### config.mk
export PLATFORM = sky130hd
export DESIGN_NAME = ofrc_top
export DESIGN_NICKNAME = d
export VERILOG_FILES = /design/src/design/ofrc_pkg.sv /design/src/design/ofrc_rsp_if.sv /design/src/design/ofrc_oc_filter.sv /design/src/design/ofrc_responder.sv /design/src/design/ofrc_top.sv
export SDC_FILE = /design/constraint.sdc
export NUM_CORES = 1
export LEC_CHECK = 0
export BUFFER_PORTS_ARGS = -buffer_cell sky130_fd_sc_hd__buf_2
export CAP_MARGIN = 20
export CORE_UTILIZATION = 45
export DETAILED_ROUTE_END_ITERATION = 16
export GPL_ROUTABILITY_DRIVEN = 1
export GPL_TIMING_DRIVEN = 0
export PLACE_DENSITY_LB_ADDON = 0.08
export RECOVER_POWER = 100
export SLEW_MARGIN = 10
export SYNTH_ARGS = -nofsm -noshare
export SYNTH_HDL_FRONTEND = slang
export SYNTH_SLANG_ARGS = --single-unit
### constraint.sdc
create_clock -name clk_i -period 10.5 [get_ports clk_i]
set_input_delay 1.575 -clock clk_i [delete_from_list [all_inputs] [get_ports clk_i]]
set_output_delay 1.575 -clock clk_i [all_outputs]
set_load 0.02 [all_outputs]
### src/design/ofrc_pkg.sv
// constants, command codes and helpers for the output fault response block
package ofrc_pkg;

	localparam int CLK_PERIOD_NS = 100;

	// command codes
	localparam logic [7:0] CMD_CLEAR_FAULTS = 8'h03;
	localparam logic [7:0] CMD_OUT_MODE = 8'h20;
	localparam logic [7:0] CMD_OV_ACTION = 8'h41;
	localparam logic [7:0] CMD_UV_LIMIT = 8'h44;
	localparam logic [7:0] CMD_UV_ACTION = 8'h45;
	localparam logic [7:0] CMD_OC_LIMIT = 8'h46;

	// values after reset
	localparam logic [7:0] ACTION_RESET = 8'h80;
	localparam logic [15:0] OC_LIMIT_RESET = 16'he250;
	localparam logic [15:0] OUT_MODE_VALUE = 16'h0013;

	// action byte fields
	localparam int MODE_HI = 7;
	localparam int MODE_LO = 6;
	localparam int RETRY_HI = 5;
	localparam int RETRY_LO = 3;
	localparam int TIME_HI = 2;
	localparam int TIME_LO = 0;
	localparam logic [1:0] MODE_IGNORE = 2'h0;
	localparam logic [1:0] MODE_DELAY = 2'h1;
	localparam logic [1:0] MODE_SHUT = 2'h2;
	localparam logic [1:0] MODE_HOLD = 2'h3;
	localparam logic [2:0] RETRY_NONE = 3'h0;
	localparam logic [2:0] RETRY_FOREVER = 3'h7;

	// undervoltage power-up limit is 17/20 of the strapped target
	localparam int UV_NUM = 17;
	localparam int UV_DEN = 20;

	// current in 1/16 A steps
	localparam int Q4_SHIFT = 4;
	localparam int OC_MAX_Q4 = 1600;
	localparam int OC_MIN_Q4 = -1600;

	// time units per count and sense blanking
	localparam int OV_UNIT_NS = 1000;
	localparam int UV_UNIT_NS = 10000;
	localparam int BLANK_NS = 200;
	localparam int OV_UNIT_CYCLES = (OV_UNIT_NS + CLK_PERIOD_NS - 1) / CLK_PERIOD_NS;
	localparam int UV_UNIT_CYCLES = (UV_UNIT_NS + CLK_PERIOD_NS - 1) / CLK_PERIOD_NS;
	localparam int BLANK_CYCLES = (BLANK_NS + CLK_PERIOD_NS - 1) / CLK_PERIOD_NS;

	// eleven-bit mantissa linear value to signed 1/16 A
	function automatic logic signed [31:0] ofrc_l11_to_q4(input logic [15:0] v);
		logic signed [31:0] m;
		logic signed [5:0] e;
		m = 32'(signed'(v[10:0]));
		e = 6'(signed'(v[15:11])) + 6'sd4;
		if (e[5])
			ofrc_l11_to_q4 = m >>> 6'(-e);
		else
			ofrc_l11_to_q4 = m <<< e;
	endfunction

endpackage

### src/design/ofrc_rsp_if.sv
// link between the top and one fault responder
interface ofrc_rsp_if;
	logic ce;
	logic en;
	logic fault;
	logic other_stop;
	logic [7:0] cfg;
	logic off;
	logic trip;
	modport ctrl (output ce, en, fault, other_stop, cfg, input off, trip);
	modport resp (input ce, en, fault, other_stop, cfg, output off, trip);
endinterface

### src/design/ofrc_oc_filter.sv
// blanking window and consecutive-sample qualifier for peak overcurrent
module ofrc_oc_filter
	import ofrc_pkg::*;
(
	// clock and reset
	input wire logic clk_i,
	input wire logic reset_n_i,
	input wire logic ce_i,
	// samples
	input wire logic cycle_start_i,
	input wire logic sample_valid_i,
	input wire logic over_i,
	input wire logic [3:0] run_len_i,
	// result
	output logic fault_o
);
	localparam logic [7:0] BLANK_LOAD = 8'(BLANK_CYCLES);

	logic [7:0] blank_q;
	logic [3:0] run_q;
	logic qual;
	logic [3:0] need;

	assign qual = sample_valid_i && !cycle_start_i && (blank_q == 8'h00);
	assign need = (run_len_i == 4'h0) ? 4'h1 : run_len_i;

	always_ff @(posedge clk_i)
	begin
		if (!reset_n_i)
			blank_q <= 8'h00;
		else if (ce_i)
		begin
			if (cycle_start_i)
				blank_q <= BLANK_LOAD;
			else if (blank_q != 8'h00)
				blank_q <= blank_q - 8'h01;
		end
	end

	always_ff @(posedge clk_i)
	begin
		if (!reset_n_i)
		begin
			run_q <= 4'h0;
			fault_o <= 1'b0;
		end
		else if (ce_i && qual)
		begin
			if (over_i)
			begin
				if (run_q != 4'hf)
					run_q <= run_q + 4'h1;
				if ((5'(run_q) + 5'h01) >= 5'(need))
					fault_o <= 1'b1;
			end
			else
			begin
				run_q <= 4'h0;
				fault_o <= 1'b0;
			end
		end
	end
endmodule

### src/design/ofrc_responder.sv
// response state machine for one fault: delay, shut, retry or hold off
module ofrc_responder
	import ofrc_pkg::*;
#(
	parameter int UNIT_CYCLES = 10
)
(
	// clock and reset
	input wire logic clk_i,
	input wire logic reset_n_i,
	// control link
	ofrc_rsp_if.resp rsp
);
	typedef enum logic [2:0] {st_run, st_delay, st_wait, st_latched, st_hold} ofrc_state_t;

	localparam logic [11:0] UNIT_LAST = 12'(UNIT_CYCLES - 1);

	ofrc_state_t state_q;
	logic [11:0] unit_q;
	logic [2:0] tcnt_q;
	logic [2:0] attempts_q;
	logic off_prev_q;
	logic tick;
	logic [1:0] mode;
	logic [2:0] retry;
	logic [2:0] ttime;
	logic may_retry;

	assign mode = rsp.cfg[MODE_HI:MODE_LO];
	assign retry = rsp.cfg[RETRY_HI:RETRY_LO];
	assign ttime = rsp.cfg[TIME_HI:TIME_LO];
	assign tick = (unit_q == 12'h000);
	assign may_retry = (retry == RETRY_FOREVER) || ((retry != RETRY_NONE) && (attempts_q != 3'h0));
	assign rsp.off = (state_q == st_wait) || (state_q == st_latched) || (state_q == st_hold);
	assign rsp.trip = rsp.off && !off_prev_q;

	// time base for the delay and retry counts
	always_ff @(posedge clk_i)
	begin
		if (!reset_n_i)
			unit_q <= UNIT_LAST;
		else if (rsp.ce)
			unit_q <= tick ? UNIT_LAST : unit_q - 12'h001;
	end

	always_ff @(posedge clk_i)
	begin
		if (!reset_n_i)
			off_prev_q <= 1'b0;
		else if (rsp.ce)
			off_prev_q <= rsp.off;
	end

	always_ff @(posedge clk_i)
	begin
		if (!reset_n_i)
		begin
			state_q <= st_run;
			tcnt_q <= 3'h0;
			attempts_q <= RETRY_NONE;
		end
		else if (rsp.ce)
		begin
			if (!rsp.en)
			begin
				state_q <= st_run;
				attempts_q <= retry;
			end
			else
			begin
				unique case (state_q)
					st_run:
						if (rsp.fault)
						begin
							if (mode == MODE_DELAY)
							begin
								state_q <= st_delay;
								tcnt_q <= ttime;
							end
							else if (mode == MODE_HOLD)
								state_q <= st_hold;
							else if (mode == MODE_SHUT)
							begin
								state_q <= may_retry ? st_wait : st_latched;
								tcnt_q <= ttime;
								if (retry != RETRY_FOREVER && may_retry)
									attempts_q <= attempts_q - 3'h1;
							end
						end
					st_delay:
						if (!rsp.fault)
							state_q <= st_run;
						else if (tick)
						begin
							if (tcnt_q == 3'h0)
							begin
								state_q <= may_retry ? st_wait : st_latched;
								tcnt_q <= ttime;
								if (retry != RETRY_FOREVER && may_retry)
									attempts_q <= attempts_q - 3'h1;
							end
							else
								tcnt_q <= tcnt_q - 3'h1;
						end
					st_wait:
						if (rsp.other_stop && retry == RETRY_FOREVER)
							state_q <= st_latched;
						else if (tick)
						begin
							if (tcnt_q == 3'h0)
								state_q <= st_run;
							else
								tcnt_q <= tcnt_q - 3'h1;
						end
					st_latched:
						state_q <= st_latched;
					st_hold:
						if (!rsp.fault)
							state_q <= st_run;
				endcase
			end
		end
	end
endmodule

### src/design/ofrc_top.sv
// output overvoltage, undervoltage and overcurrent fault settings and responses
// Summary of operation
// - overvoltage action never stores the ignore code
// - ignore code keeps regulating through the fault
// - delay code waits time count, then shuts
// - shut code turns output off at once
// - hold code keeps output off while fault persists
// - fault flags stay set until clear faults
// - retry zero latches the output off
// - retry one to six limits restart attempts
// - retry seven restarts until disable or a shutdown by the other responder
// - time field sets delay and retry spacing
// - action bytes reset to disable, no retry
// - undervoltage masked while ramping or disabled
// - undervoltage limit starts at 0.85 strap, clamped
// - overcurrent uses peak samples after blanking
// - overcurrent needs consecutive samples above limit
// - overcurrent limit resets to 37 A, bounded
// - output mode read reports exponent minus thirteen
module ofrc_top
	import ofrc_pkg::*;
(
	// clock, reset, enable
	input wire logic clk_i,
	input wire logic reset_n_i,
	input wire logic ce_i,
	// command port from the management link decoder
	input wire logic cmd_wr_i,
	input wire logic cmd_rd_i,
	input wire logic [7:0] cmd_code_i,
	input wire logic [15:0] cmd_data_i,
	output logic [15:0] rd_data_o,
	output logic rd_valid_o,
	output logic rd_hit_o,
	// straps and voltage bounds
	input wire logic [15:0] vout_strap_i,
	input wire logic [15:0] vout_max_i,
	// measurements
	input wire logic [15:0] vout_meas_i,
	input wire logic ov_detect_i,
	input wire logic ramping_i,
	input wire logic pwm_cycle_start_i,
	input wire logic isense_valid_i,
	input wire logic signed [15:0] isense_q4_i,
	input wire logic [3:0] maker_specific_configuration_run_len_i,
	// enable pin
	input wire logic enable_pin_i,
	// output control and status
	output logic output_on_o,
	output logic ov_flag_o,
	output logic uv_flag_o,
	output logic oc_flag_o,
	output logic oc_fault_o
);
	localparam int N_RSP = 2;
	localparam int IDX_OV = 0;
	localparam int IDX_UV = 1;

	logic [7:0] action_q [N_RSP];
	logic [15:0] uv_limit_q;
	logic [15:0] oc_limit_q;
	logic init_done_q;
	logic en_meta_q;
	logic en_sync_q;
	logic output_on_q;
	logic ov_flag_q;
	logic uv_flag_q;
	logic oc_flag_q;
	logic [15:0] rd_data_q;
	logic rd_valid_q;
	logic rd_hit_q;
	logic fault_w [N_RSP];
	logic off_w [N_RSP];
	logic trip_w [N_RSP];
	logic uv_detect;
	logic oc_over;
	logic oc_fault;
	logic clear_faults;
	logic signed [31:0] oc_limit_q4;
	logic signed [31:0] wr_q4;

	// commands this block answers
	function automatic logic ofrc_known(input logic [7:0] code);
		ofrc_known = (code == CMD_OUT_MODE) || (code == CMD_OV_ACTION)
			|| (code == CMD_UV_LIMIT) || (code == CMD_UV_ACTION) || (code == CMD_OC_LIMIT);
	endfunction

	assign clear_faults = ce_i && cmd_wr_i && (cmd_code_i == CMD_CLEAR_FAULTS);
	assign oc_limit_q4 = ofrc_l11_to_q4(oc_limit_q);
	assign wr_q4 = ofrc_l11_to_q4(cmd_data_i);
	assign uv_detect = output_on_q && !ramping_i && (vout_meas_i < uv_limit_q);
	assign oc_over = 32'(isense_q4_i) > oc_limit_q4;
	assign fault_w[IDX_OV] = ov_detect_i;
	assign fault_w[IDX_UV] = uv_detect;

	// enable pin synchroniser
	always_ff @(posedge clk_i)
	begin
		if (!reset_n_i)
		begin
			en_meta_q <= 1'b0;
			en_sync_q <= 1'b0;
		end
		else if (ce_i)
		begin
			en_meta_q <= enable_pin_i;
			en_sync_q <= en_meta_q;
		end
	end

	// response action bytes
	always_ff @(posedge clk_i)
	begin
		if (!reset_n_i)
		begin
			action_q[IDX_OV] <= ACTION_RESET;
			action_q[IDX_UV] <= ACTION_RESET;
		end
		else if (ce_i && cmd_wr_i)
		begin
			if (cmd_code_i == CMD_OV_ACTION)
			begin
				if (cmd_data_i[MODE_HI:MODE_LO] == MODE_IGNORE)
					action_q[IDX_OV] <= {MODE_SHUT, cmd_data_i[RETRY_HI:TIME_LO]};
				else
					action_q[IDX_OV] <= cmd_data_i[7:0];
			end
			if (cmd_code_i == CMD_UV_ACTION)
				action_q[IDX_UV] <= cmd_data_i[7:0];
		end
	end

	// undervoltage limit: strap-derived after reset, clamped on write
	always_ff @(posedge clk_i)
	begin
		if (!reset_n_i)
		begin
			uv_limit_q <= 16'h0000;
			init_done_q <= 1'b0;
		end
		else if (ce_i)
		begin
			if (!init_done_q)
			begin
				uv_limit_q <= 16'((32'(vout_strap_i) * UV_NUM) / UV_DEN);
				init_done_q <= 1'b1;
			end
			else if (cmd_wr_i && cmd_code_i == CMD_UV_LIMIT)
			begin
				if (cmd_data_i > vout_max_i)
					uv_limit_q <= vout_max_i;
				else
					uv_limit_q <= cmd_data_i;
			end
		end
	end

	// overcurrent limit: out-of-range writes are refused
	always_ff @(posedge clk_i)
	begin
		if (!reset_n_i)
			oc_limit_q <= OC_LIMIT_RESET;
		else if (ce_i && cmd_wr_i && cmd_code_i == CMD_OC_LIMIT)
		begin
			if (wr_q4 <= OC_MAX_Q4 && wr_q4 >= OC_MIN_Q4)
				oc_limit_q <= cmd_data_i;
		end
	end

	// registered read answer
	always_ff @(posedge clk_i)
	begin
		if (!reset_n_i)
		begin
			rd_data_q <= 16'h0000;
			rd_valid_q <= 1'b0;
			rd_hit_q <= 1'b0;
		end
		else if (ce_i)
		begin
			rd_valid_q <= cmd_rd_i;
			if (cmd_rd_i)
			begin
				rd_hit_q <= ofrc_known(cmd_code_i);
				unique case (cmd_code_i)
					CMD_OUT_MODE:
						rd_data_q <= OUT_MODE_VALUE;
					CMD_OV_ACTION:
						rd_data_q <= {8'h00, action_q[IDX_OV]};
					CMD_UV_ACTION:
						rd_data_q <= {8'h00, action_q[IDX_UV]};
					CMD_UV_LIMIT:
						rd_data_q <= uv_limit_q;
					CMD_OC_LIMIT:
						rd_data_q <= oc_limit_q;
					default:
						rd_data_q <= 16'h0000;
				endcase
			end
		end
	end

	// sticky fault flags; a new detection wins over clear
	always_ff @(posedge clk_i)
	begin
		if (!reset_n_i)
		begin
			ov_flag_q <= 1'b0;
			uv_flag_q <= 1'b0;
			oc_flag_q <= 1'b0;
		end
		else if (ce_i)
		begin
			ov_flag_q <= ov_detect_i || (ov_flag_q && !clear_faults);
			uv_flag_q <= uv_detect || (uv_flag_q && !clear_faults);
			oc_flag_q <= oc_fault || (oc_flag_q && !clear_faults);
		end
	end

	// output follows the synchronised enable after init, unless a responder holds it off; ignore leaves it on
	always_ff @(posedge clk_i)
	begin
		if (!reset_n_i)
			output_on_q <= 1'b0;
		else if (ce_i)
			output_on_q <= en_sync_q && init_done_q && !off_w[IDX_OV] && !off_w[IDX_UV];
	end

	ofrc_rsp_if rsp [N_RSP] ();

	for (genvar g = 0; g < N_RSP; g++)
	begin : g_rsp
		assign rsp[g].ce = ce_i;
		assign rsp[g].en = en_sync_q;
		assign rsp[g].fault = fault_w[g];
		assign rsp[g].cfg = action_q[g];
		assign rsp[g].other_stop = trip_w[N_RSP - 1 - g];
		assign off_w[g] = rsp[g].off;
		assign trip_w[g] = rsp[g].trip;

		ofrc_responder #(
			.UNIT_CYCLES((g == IDX_OV) ? OV_UNIT_CYCLES : UV_UNIT_CYCLES)
		) u_responder (
			.clk_i(clk_i),
			.reset_n_i(reset_n_i),
			.rsp(rsp[g])
		);
	end

	ofrc_oc_filter u_oc_filter (
		.clk_i(clk_i),
		.reset_n_i(reset_n_i),
		.ce_i(ce_i),
		.cycle_start_i(pwm_cycle_start_i),
		.sample_valid_i(isense_valid_i),
		.over_i(oc_over),
		.run_len_i(maker_specific_configuration_run_len_i),
		.fault_o(oc_fault)
	);

	assign rd_data_o = rd_data_q;
	assign rd_valid_o = rd_valid_q;
	assign rd_hit_o = rd_hit_q;
	assign output_on_o = output_on_q;
	assign ov_flag_o = ov_flag_q;
	assign uv_flag_o = uv_flag_q;
	assign oc_flag_o = oc_flag_q;
	assign oc_fault_o = oc_fault;
endmodule

== Word level (Yosys, flattened, before mapping) ==
Memories as Yosys holds them, arrays and structs flattened.
Index checks and enable logic that the tools add are counted.

* Flip-flop bits (word level): 114
* Memory bits (writable): 16
* Input bits: 102
* Output and inout port bits: 23
* Logic and storage cells: 302
* Memories kept: 1

{| class="wikitable"
|+ Memories
! name !! words !! bits a word !! rd ports !! clocked after memory_dff !! wr ports !! line !! source
|-
| action_q || 2 || 8 || 2 || 0 || 2 || ofrc_top.sv:59 || <nowiki>logic [7:0] action_q [N_RSP];</nowiki>
|}

* $add $sub $neg: 13
* Multipliers: 1
* Div/mod/pow operators: 1
* Magnitude comparators: 6
* Eq/ne operators: 72
* Shift-type cells: 4
* Mux-type cells: 103
* Bitwise logic cells: 3
* Reduce and logical (&&, ||, !) cells: 73

{| class="wikitable"
|+ Operators by type and width
! operator !! count
|-
| 2-to-1 mux 3 bit || 62
|-
| case mux 16 bit (5 select lines) || 1
|-
| 2-to-1 mux 32 bit || 2
|-
| <<< shifter 11 x 6 -> 32 bit || 2
|-
| >>> shifter 11 x 6 -> 32 bit || 2
|-
| 2-to-1 mux 16 bit || 3
|-
| 2-to-1 mux 8 bit || 5
|-
| divider 21 x 5 -> 32 bit (second input constant) || 1
|-
| == test 8 x 7 -> 1 bit (second input constant) || 4
|-
| >= comparator 32 x 12 -> 1 bit (second input constant) || 1
|-
| > comparator 16 x 32 -> 1 bit || 1
|-
| <= comparator 32 x 12 -> 1 bit (second input constant) || 1
|-
| != test 3 x 2 -> 1 bit (second input constant) || 10
|-
| != test 3 bit (second input constant) || 10
|-
| case mux 3 bit (5 select lines) || 2
|-
| logical AND 1 bit || 24
|-
| zero test 12 bit || 2
|-
| 2-to-1 mux 12 bit || 2
|-
| subtractor 12 x 1 -> 12 bit (second input constant) || 2
|-
| AND reduction 11 bit || 2
|-
| multiplier 16 x 5 -> 21 bit (second input constant) || 1
|-
| != test 4 bit (second input constant) || 5
|-
| 2-to-1 mux 1 bit || 19
|-
| != test 2 x 1 -> 1 bit (second input constant) || 9
|-
| 36 further kinds || 103
|}

== Depth between registers and ports, before layout ==
An unclocked memory read counts as a cell.

* Word-level depth: 12
* Mapped depth: 33
* Mapped depth without buffers: 30

== By module ==
Synthesis repeated with hierarchy kept, for this count alone.

* Cell total of the unflattened synthesis: 1921
* Area, all modules: 14218.6 µm²

{| class="wikitable"
|+ Modules (own cells, without submodules)
! module !! times used !! cells an instance !! area an instance (µm²) !! seq. area each (µm²)
|-
| ofrc_top || 1 || 1446 || 10410.0 || 1621.6
|-
| ofrc_responder (g_rsp[1].u_responder) || 1 || 194 || 1536.5 || 440.4
|-
| ofrc_responder (g_rsp[0].u_responder) || 1 || 189 || 1486.4 || 440.4
|-
| ofrc_oc_filter || 1 || 92 || 785.8 || 260.2
|}

== Worst setup path before layout ==
OpenSTA, ideal clock, no wires.

* Path type: input -> register
* From: input port vout_strap_i[1]
* To: register uv_limit_q[0]
* Library setup time: 0.115 ns
* Data arrival time: 9.130 ns
* Required time: 10.385 ns
* Path slack: 1.256 ns
* Stages: 32
* Buffers on the path: 4
* Path through: ha_1 ha_1 fa_1 a21o_1 a221o_1 buf_6 a2111o_1 nand3_1 o221a_1 o211ai_1 or4_4 and3_1 buf_6 mux2i_1 o31a_1 a2111o_1 buf_2 nor2b_1 a21bo_2 o21ai_0 or4b_1 and3b_4 mux2_4 o22a_1 or3_1 buf_2 nor4_1 a311oi_1 o221a_1 mux2i_1 o311a_1 o21a_1

* Longest elaborated chain between the ends: 3

{| class="wikitable"
|+ Ends and longest elaborated chain
! item !! line !! source
|-
| start, declared || ofrc_top.sv:36 || <nowiki>input wire logic [15:0] vout_strap_i,</nowiki>
|-
| multiplier 16 x 5 -> 21 bit || ofrc_top.sv:145 || <nowiki>uv_limit_q <= 16'((32'(vout_strap_i) * UV_NUM) / UV_DEN);</nowiki>
|-
| divider 21 x 5 -> 32 bit || ofrc_top.sv:145 ||
|-
| 2-to-1 mux 16 bit || ofrc_top.sv:143 || <nowiki>if (!init_done_q)</nowiki>
|-
| end signal, assigned || ofrc_top.sv:145 ||
|-
| end signal, assigned || ofrc_top.sv:151 || <nowiki>uv_limit_q <= vout_max_i;</nowiki>
|-
| end signal, assigned || ofrc_top.sv:153 || <nowiki>uv_limit_q <= cmd_data_i;</nowiki>
|-
| end, declared || ofrc_top.sv:60 || <nowiki>logic [15:0] uv_limit_q;</nowiki>
|}

Every way passes these cells.
A chain may end at the register's enable or synchronous reset.

== Final worst setup path ==
* From: input port vout_strap_i[13]
* To: register uv_limit_q[0]

The elaborated chain is that of the path after synthesis.

==> impl_results.rst <==
.. list-table::
   :header-rows: 1

   * - Metric
     - Value
   * - Overall die height
     - ~180 um
   * - Placed Area
     - 15600 sq um
   * - Grt ovf
     - 0
   * - Fill cell instance count of the final layout
     - 3163
   * - Minimum setup slack in the final design
     - 579 ps
   * - Die extent in x
     - 181 um
   * - Starting DRT DRC Count
     - 1168
   * - Top-Level Pins
     - 125
   * - Leakage power
     - ~0.0066 uW
   * - Category of the most critical setup path
     - in -> reg
   * - CTS tree
     - built
   * - Syn Area/Cell
     - 7.47 sq um
   * - Clock transition at path regs
     - approximately 60 ps
   * - Layout Area Growth over Synthesis
     - 11.7%
   * - Port Buf Inserts
     - around 120
   * - Resized cells post-CTS
     - 0
   * - Worst min-delay path category
     - reg -> reg
   * - Critical path peak fanout
     - 10
   * - Initial core utilization
     - 45.8%
   * - TritonCTS buffer count
     - 17
   * - Final-report max-slew violation count
     - 0
   * - Pre-CTS setup slack
     - roughly 260 ps
   * - Reg2Reg Launch Point
     - oc_limit_q[12]$_SDFFE_PN0P_
   * - Total setup buffers inserted after CTS
     - 0
   * - Number of unique standard cell types used by synthesis
     - 112
   * - CTS sink cnt
     - 130
   * - Status
     - finished clean
   * - Final hold violation count
     - 0
   * - Combined area of the multi-input logic cells
     - between 10000 and 15000 sq um
   * - Master of the slowest instance on the critical path
     - sky130_fd_sc_hd__o211ai_1
   * - Antenna violations before repair
     - 1
   * - Clk_lat worst skew
     - 430 ps
   * - Synth top area share
     - around 16%
   * - DRC violations left
     - 0
   * - Number of synthesized flops with an enable pin
     - 16
   * - Minimum setup slack among reg-to-reg paths
     - 3380 ps
   * - Root buf cell
     - sky130_fd_sc_hd__clkbuf_16
   * - Placer congestion estimate
     - 0.928
   * - Worst-margin pin slew
     - 898 ps
   * - Dpl hpwl
     - 36800 um
   * - Worst Setup Start Kind
     - input port
   * - Post-synth design cell area
     - 14500 sq um
   * - Top-count cell post-synth
     - sky130_fd_sc_hd__nor2_1
   * - Async SR Flop Fraction
     - 0%
   * - Post-layout min period
     - 9920 ps
   * - Worst Hold Launch
     - g_rsp[1].u_responder.tcnt_q[1]$_SDFFE_PN0P_
   * - Number of synthesized register bits
     - 130
   * - Syn nets
     - between 2000 and 2500
   * - Share of final-layout standard cells stronger than drive strength 1
     - 10.2%
   * - Worst slew margin relative to its limit
     - roughly 40%
   * - Largest net degree at the start of global routing
     - 18
   * - Final sum of negative setup slack
     - 0 ps
   * - Final setup viols
     - 0
   * - # nets final
     - 2304
   * - Via count of the first global-routing pass
     - 14000
   * - Endpoint of the most critical register-to-register path
     - u_oc_filter.run_q[2]$_SDFFE_PN0P_
   * - Cell count of the worst hold path
     - 2
   * - Setup repair after global routing missed its margin
     - no
   * - Sequential standard cell area
     - 2760 sq um
   * - Gate Count Post-Synth
     - 1939
   * - Sort of element at the end of the critical path
     - flip-flop
   * - Maximum vdd drop
     - roughly 250 uV
   * - Buffers from clock root to sink, at most
     - 2
   * - First-pass DRT Iterations
     - 5
   * - Final period utilization
     - 94.5%
   * - Full die area
     - approximately 33000 sq um
   * - Critical Path AT
     - 10240 ps
   * - Total wire length
     - roughly 46000 um
   * - Row count
     - 65
   * - Total global routing track utilization
     - approximately 28%
   * - Endpoint required time on the critical path
     - 10820 ps
   * - Cell taking the most area after synthesis
     - sky130_fd_sc_hd__dfxtp_1
   * - Fmax
     - between 100 and 150 MHz
   * - Sequential fraction of the synthesis area
     - approximately a fifth
   * - Top_reg_cell synth
     - sky130_fd_sc_hd__dfxtp_1
   * - Via-per-instance ratio
     - 6.04
   * - Most frequent cells after synthesis
     - 184 x sky130_fd_sc_hd__nor2_1, 178 x sky130_fd_sc_hd__nand2_1, 171 x sky130_fd_sc_hd__a21oi_1
   * - Number of warnings issued by yosys
     - 0
   * - Endpoint with the worst hold slack
     - g_rsp[1].u_responder.tcnt_q[1]$_SDFFE_PN0P_
   * - Count of vias placed by the detailed router
     - about 15000
   * - H-tree depth reported by CTS
     - 4
   * - Reg2reg path depth
     - 32
   * - Clock Skews
     - 11.3 ps
   * - Finished Cell Area
     - 16200 sq um
   * - Top cells by area in the synthesized netlist
     - sky130_fd_sc_hd__dfxtp_1 16%, sky130_fd_sc_hd__ha_1 10%, sky130_fd_sc_hd__mux2i_1 7.1%, sky130_fd_sc_hd__a21oi_1 5.9%, sky130_fd_sc_hd__nor2_1 4.8%
   * - Hold Buf Count CTS
     - 0
   * - Crit-path max cell delay
     - 710 ps
   * - Detail Route Antenna Nets
     - 0
   * - Power per Cell Area
     - 186 nW/um^2
   * - Core area
     - approximately 32000 sq um
   * - First-pass GRT wire length
     - 74100 um
   * - Max capacitance violation total
     - 0
   * - WL per Instance
     - 18.6 um
-- layout make-up --
| cell class | instances | share of cell area (%) |
|---|---|---|
| Antenna cell | 1 | 0.0155 |
| Buffer | 115 | 3.16 |
| Clock buffer | 18 | 2.78 |
| Clock inverter | 14 | 1.01 |
| Inverter | 90 | 2.09 |
| Multi-Input combinational cell | 1604 | 67.1 |
| Sequential cell | 130 | 17.1 |
| Tap cell | 402 | 3.11 |
| Timing Repair Buffer | 125 | 3.65 |
-- report_power, final --
| group | internal (uW) | switching, uW | total (uW) |
|---|---|---|---|
| logic | 726 | 1090 | 1820 |
| registers | 535 | 36.1 | 571 |
| clock network | 370 | 251 | 622 |
-- kinds of logic after synthesis --
| family | Yosys count | share of synthesized area, % |
|---|---|---|
| AO/OA/AOI/OAI | 567 | 26.4 |
| AND/OR/NAND/NOR | 738 | 25.6 |
| buffers and inverters | 205 | 5.87 |
| multiplexers | 123 | 9.17 |
| adder cells (fa/ha/maj) | 122 | 10.6 |
| XOR/XNOR | 54 | 3.27 |
| flip-flops | 130 | 19.1 |
-- worst max-delay path: cells and delay by family --
| family | cells | cell delay (ps) |
|---|---|---|
| AO/OA/AOI/OAI | 12 | 3850 |
| buffers and inverters | 4 | 650 |
| adder cells (fa/ha/maj) | 2 | 550 |
| multiplexers | 1 | 410 |
| AND/OR/NAND/NOR | 11 | 3170 |
-- flip-flops by register name (all words and copies together), names as in the netlist, 2 cells and up --
name / cells
action_q: 16
g_rsp.u_responder.attempts_q: 6
g_rsp.u_responder.off_prev_q: 2
g_rsp.u_responder.state_q: 6
g_rsp.u_responder.tcnt_q: 6
g_rsp.u_responder.unit_q: 24
oc_limit_q: 16
rd_data_o: 16
u_oc_filter.blank_q: 8
u_oc_filter.run_q: 4
uv_limit_q: 16
-- metrics by stage --
step	hold WS, ps	std cells	utilization [%]	total power, uW
floorplan	441	1939	-	1970
global placement	449	2465	49.3	2360
detailed placement	461	2466	49.3	2370
CTS	469	2498	51.3	3000
global route	496	2499	51.1	3220
finish	467	2499	51.1	3010
-- placed cells by master, fill, tap and decap left out, types with 10 or more instances in the layout --
master / synthesis / layout
sky130_fd_sc_hd__xor2_1: 19 / 19
sky130_fd_sc_hd__and2_1: 25 / 12
sky130_fd_sc_hd__nor3_1: 53 / 53
sky130_fd_sc_hd__mux2i_1: 103 / 103
sky130_fd_sc_hd__o31ai_1: 12 / 12
sky130_fd_sc_hd__nand3_1: 56 / 56
sky130_fd_sc_hd__nor2_1: 184 / 184
sky130_fd_sc_hd__nand2_1: 178 / 178
sky130_fd_sc_hd__o21ai_0: 105 / 105
sky130_fd_sc_hd__o221ai_1: 14 / 14
sky130_fd_sc_hd__nand4_1: 21 / 21
sky130_fd_sc_hd__o211ai_1: 21 / 21
sky130_fd_sc_hd__nor2b_1: 73 / 73
sky130_fd_sc_hd__o21a_1: 10 / 10
sky130_fd_sc_hd__a21o_1: 19 / 19
sky130_fd_sc_hd__clkbuf_16: 0 / 18
sky130_fd_sc_hd__or3_1: 18 / 18
sky130_fd_sc_hd__clkbuf_1: 77 / 112
sky130_fd_sc_hd__ha_1: 118 / 118
sky130_fd_sc_hd__a21boi_0: 17 / 17
sky130_fd_sc_hd__and2_0: 0 / 13
sky130_fd_sc_hd__a21oi_1: 171 / 171
sky130_fd_sc_hd__and3_1: 14 / 14
sky130_fd_sc_hd__xnor2_1: 35 / 35
sky130_fd_sc_hd__nor4_1: 24 / 24
sky130_fd_sc_hd__a22oi_1: 10 / 10
sky130_fd_sc_hd__nand2b_1: 27 / 27
sky130_fd_sc_hd__dfxtp_1: 114 / 114
sky130_fd_sc_hd__buf_2: 13 / 110
sky130_fd_sc_hd__a211oi_1: 30 / 31
sky130_fd_sc_hd__inv_1: 84 / 84
sky130_fd_sc_hd__a31oi_1: 16 / 16
sky130_fd_sc_hd__edfxtp_1: 16 / 16
sky130_fd_sc_hd__o22ai_1: 23 / 23
sky130_fd_sc_hd__o211a_1: 12 / 12
sky130_fd_sc_hd__mux2_2: 12 / 12
-- routing by layer --
metal  track usage, %  wire (um)  vias up  share of wire [%]
li1                 -          -     7460                  -
met1             37.9      21600     7087                 47
met2             46.2      21200      486                 46
met3             3.49       2360       69                5.1
met4             8.07       1210        0                2.6
met5                0          0        -                  0
-- worst max-delay path by stage --
stage | startpoint | end | cells past startpoint
floorplan | vout_strap_i[1] | uv_limit_q[0]$_SDFFE_PN0P_ | 32
global placement | vout_strap_i[5] | uv_limit_q[0]$_SDFFE_PN0P_ | 30
detailed placement | vout_strap_i[5] | uv_limit_q[0]$_SDFFE_PN0P_ | 30
CTS | vout_strap_i[5] | uv_limit_q[0]$_SDFFE_PN0P_ | 30
global route | vout_strap_i[13] | uv_limit_q[0]$_SDFFE_PN0P_ | 30
finish | vout_strap_i[13] | uv_limit_q[0]$_SDFFE_PN0P_ | 30
No activity file was read; power rests on OpenSTA's default activity.
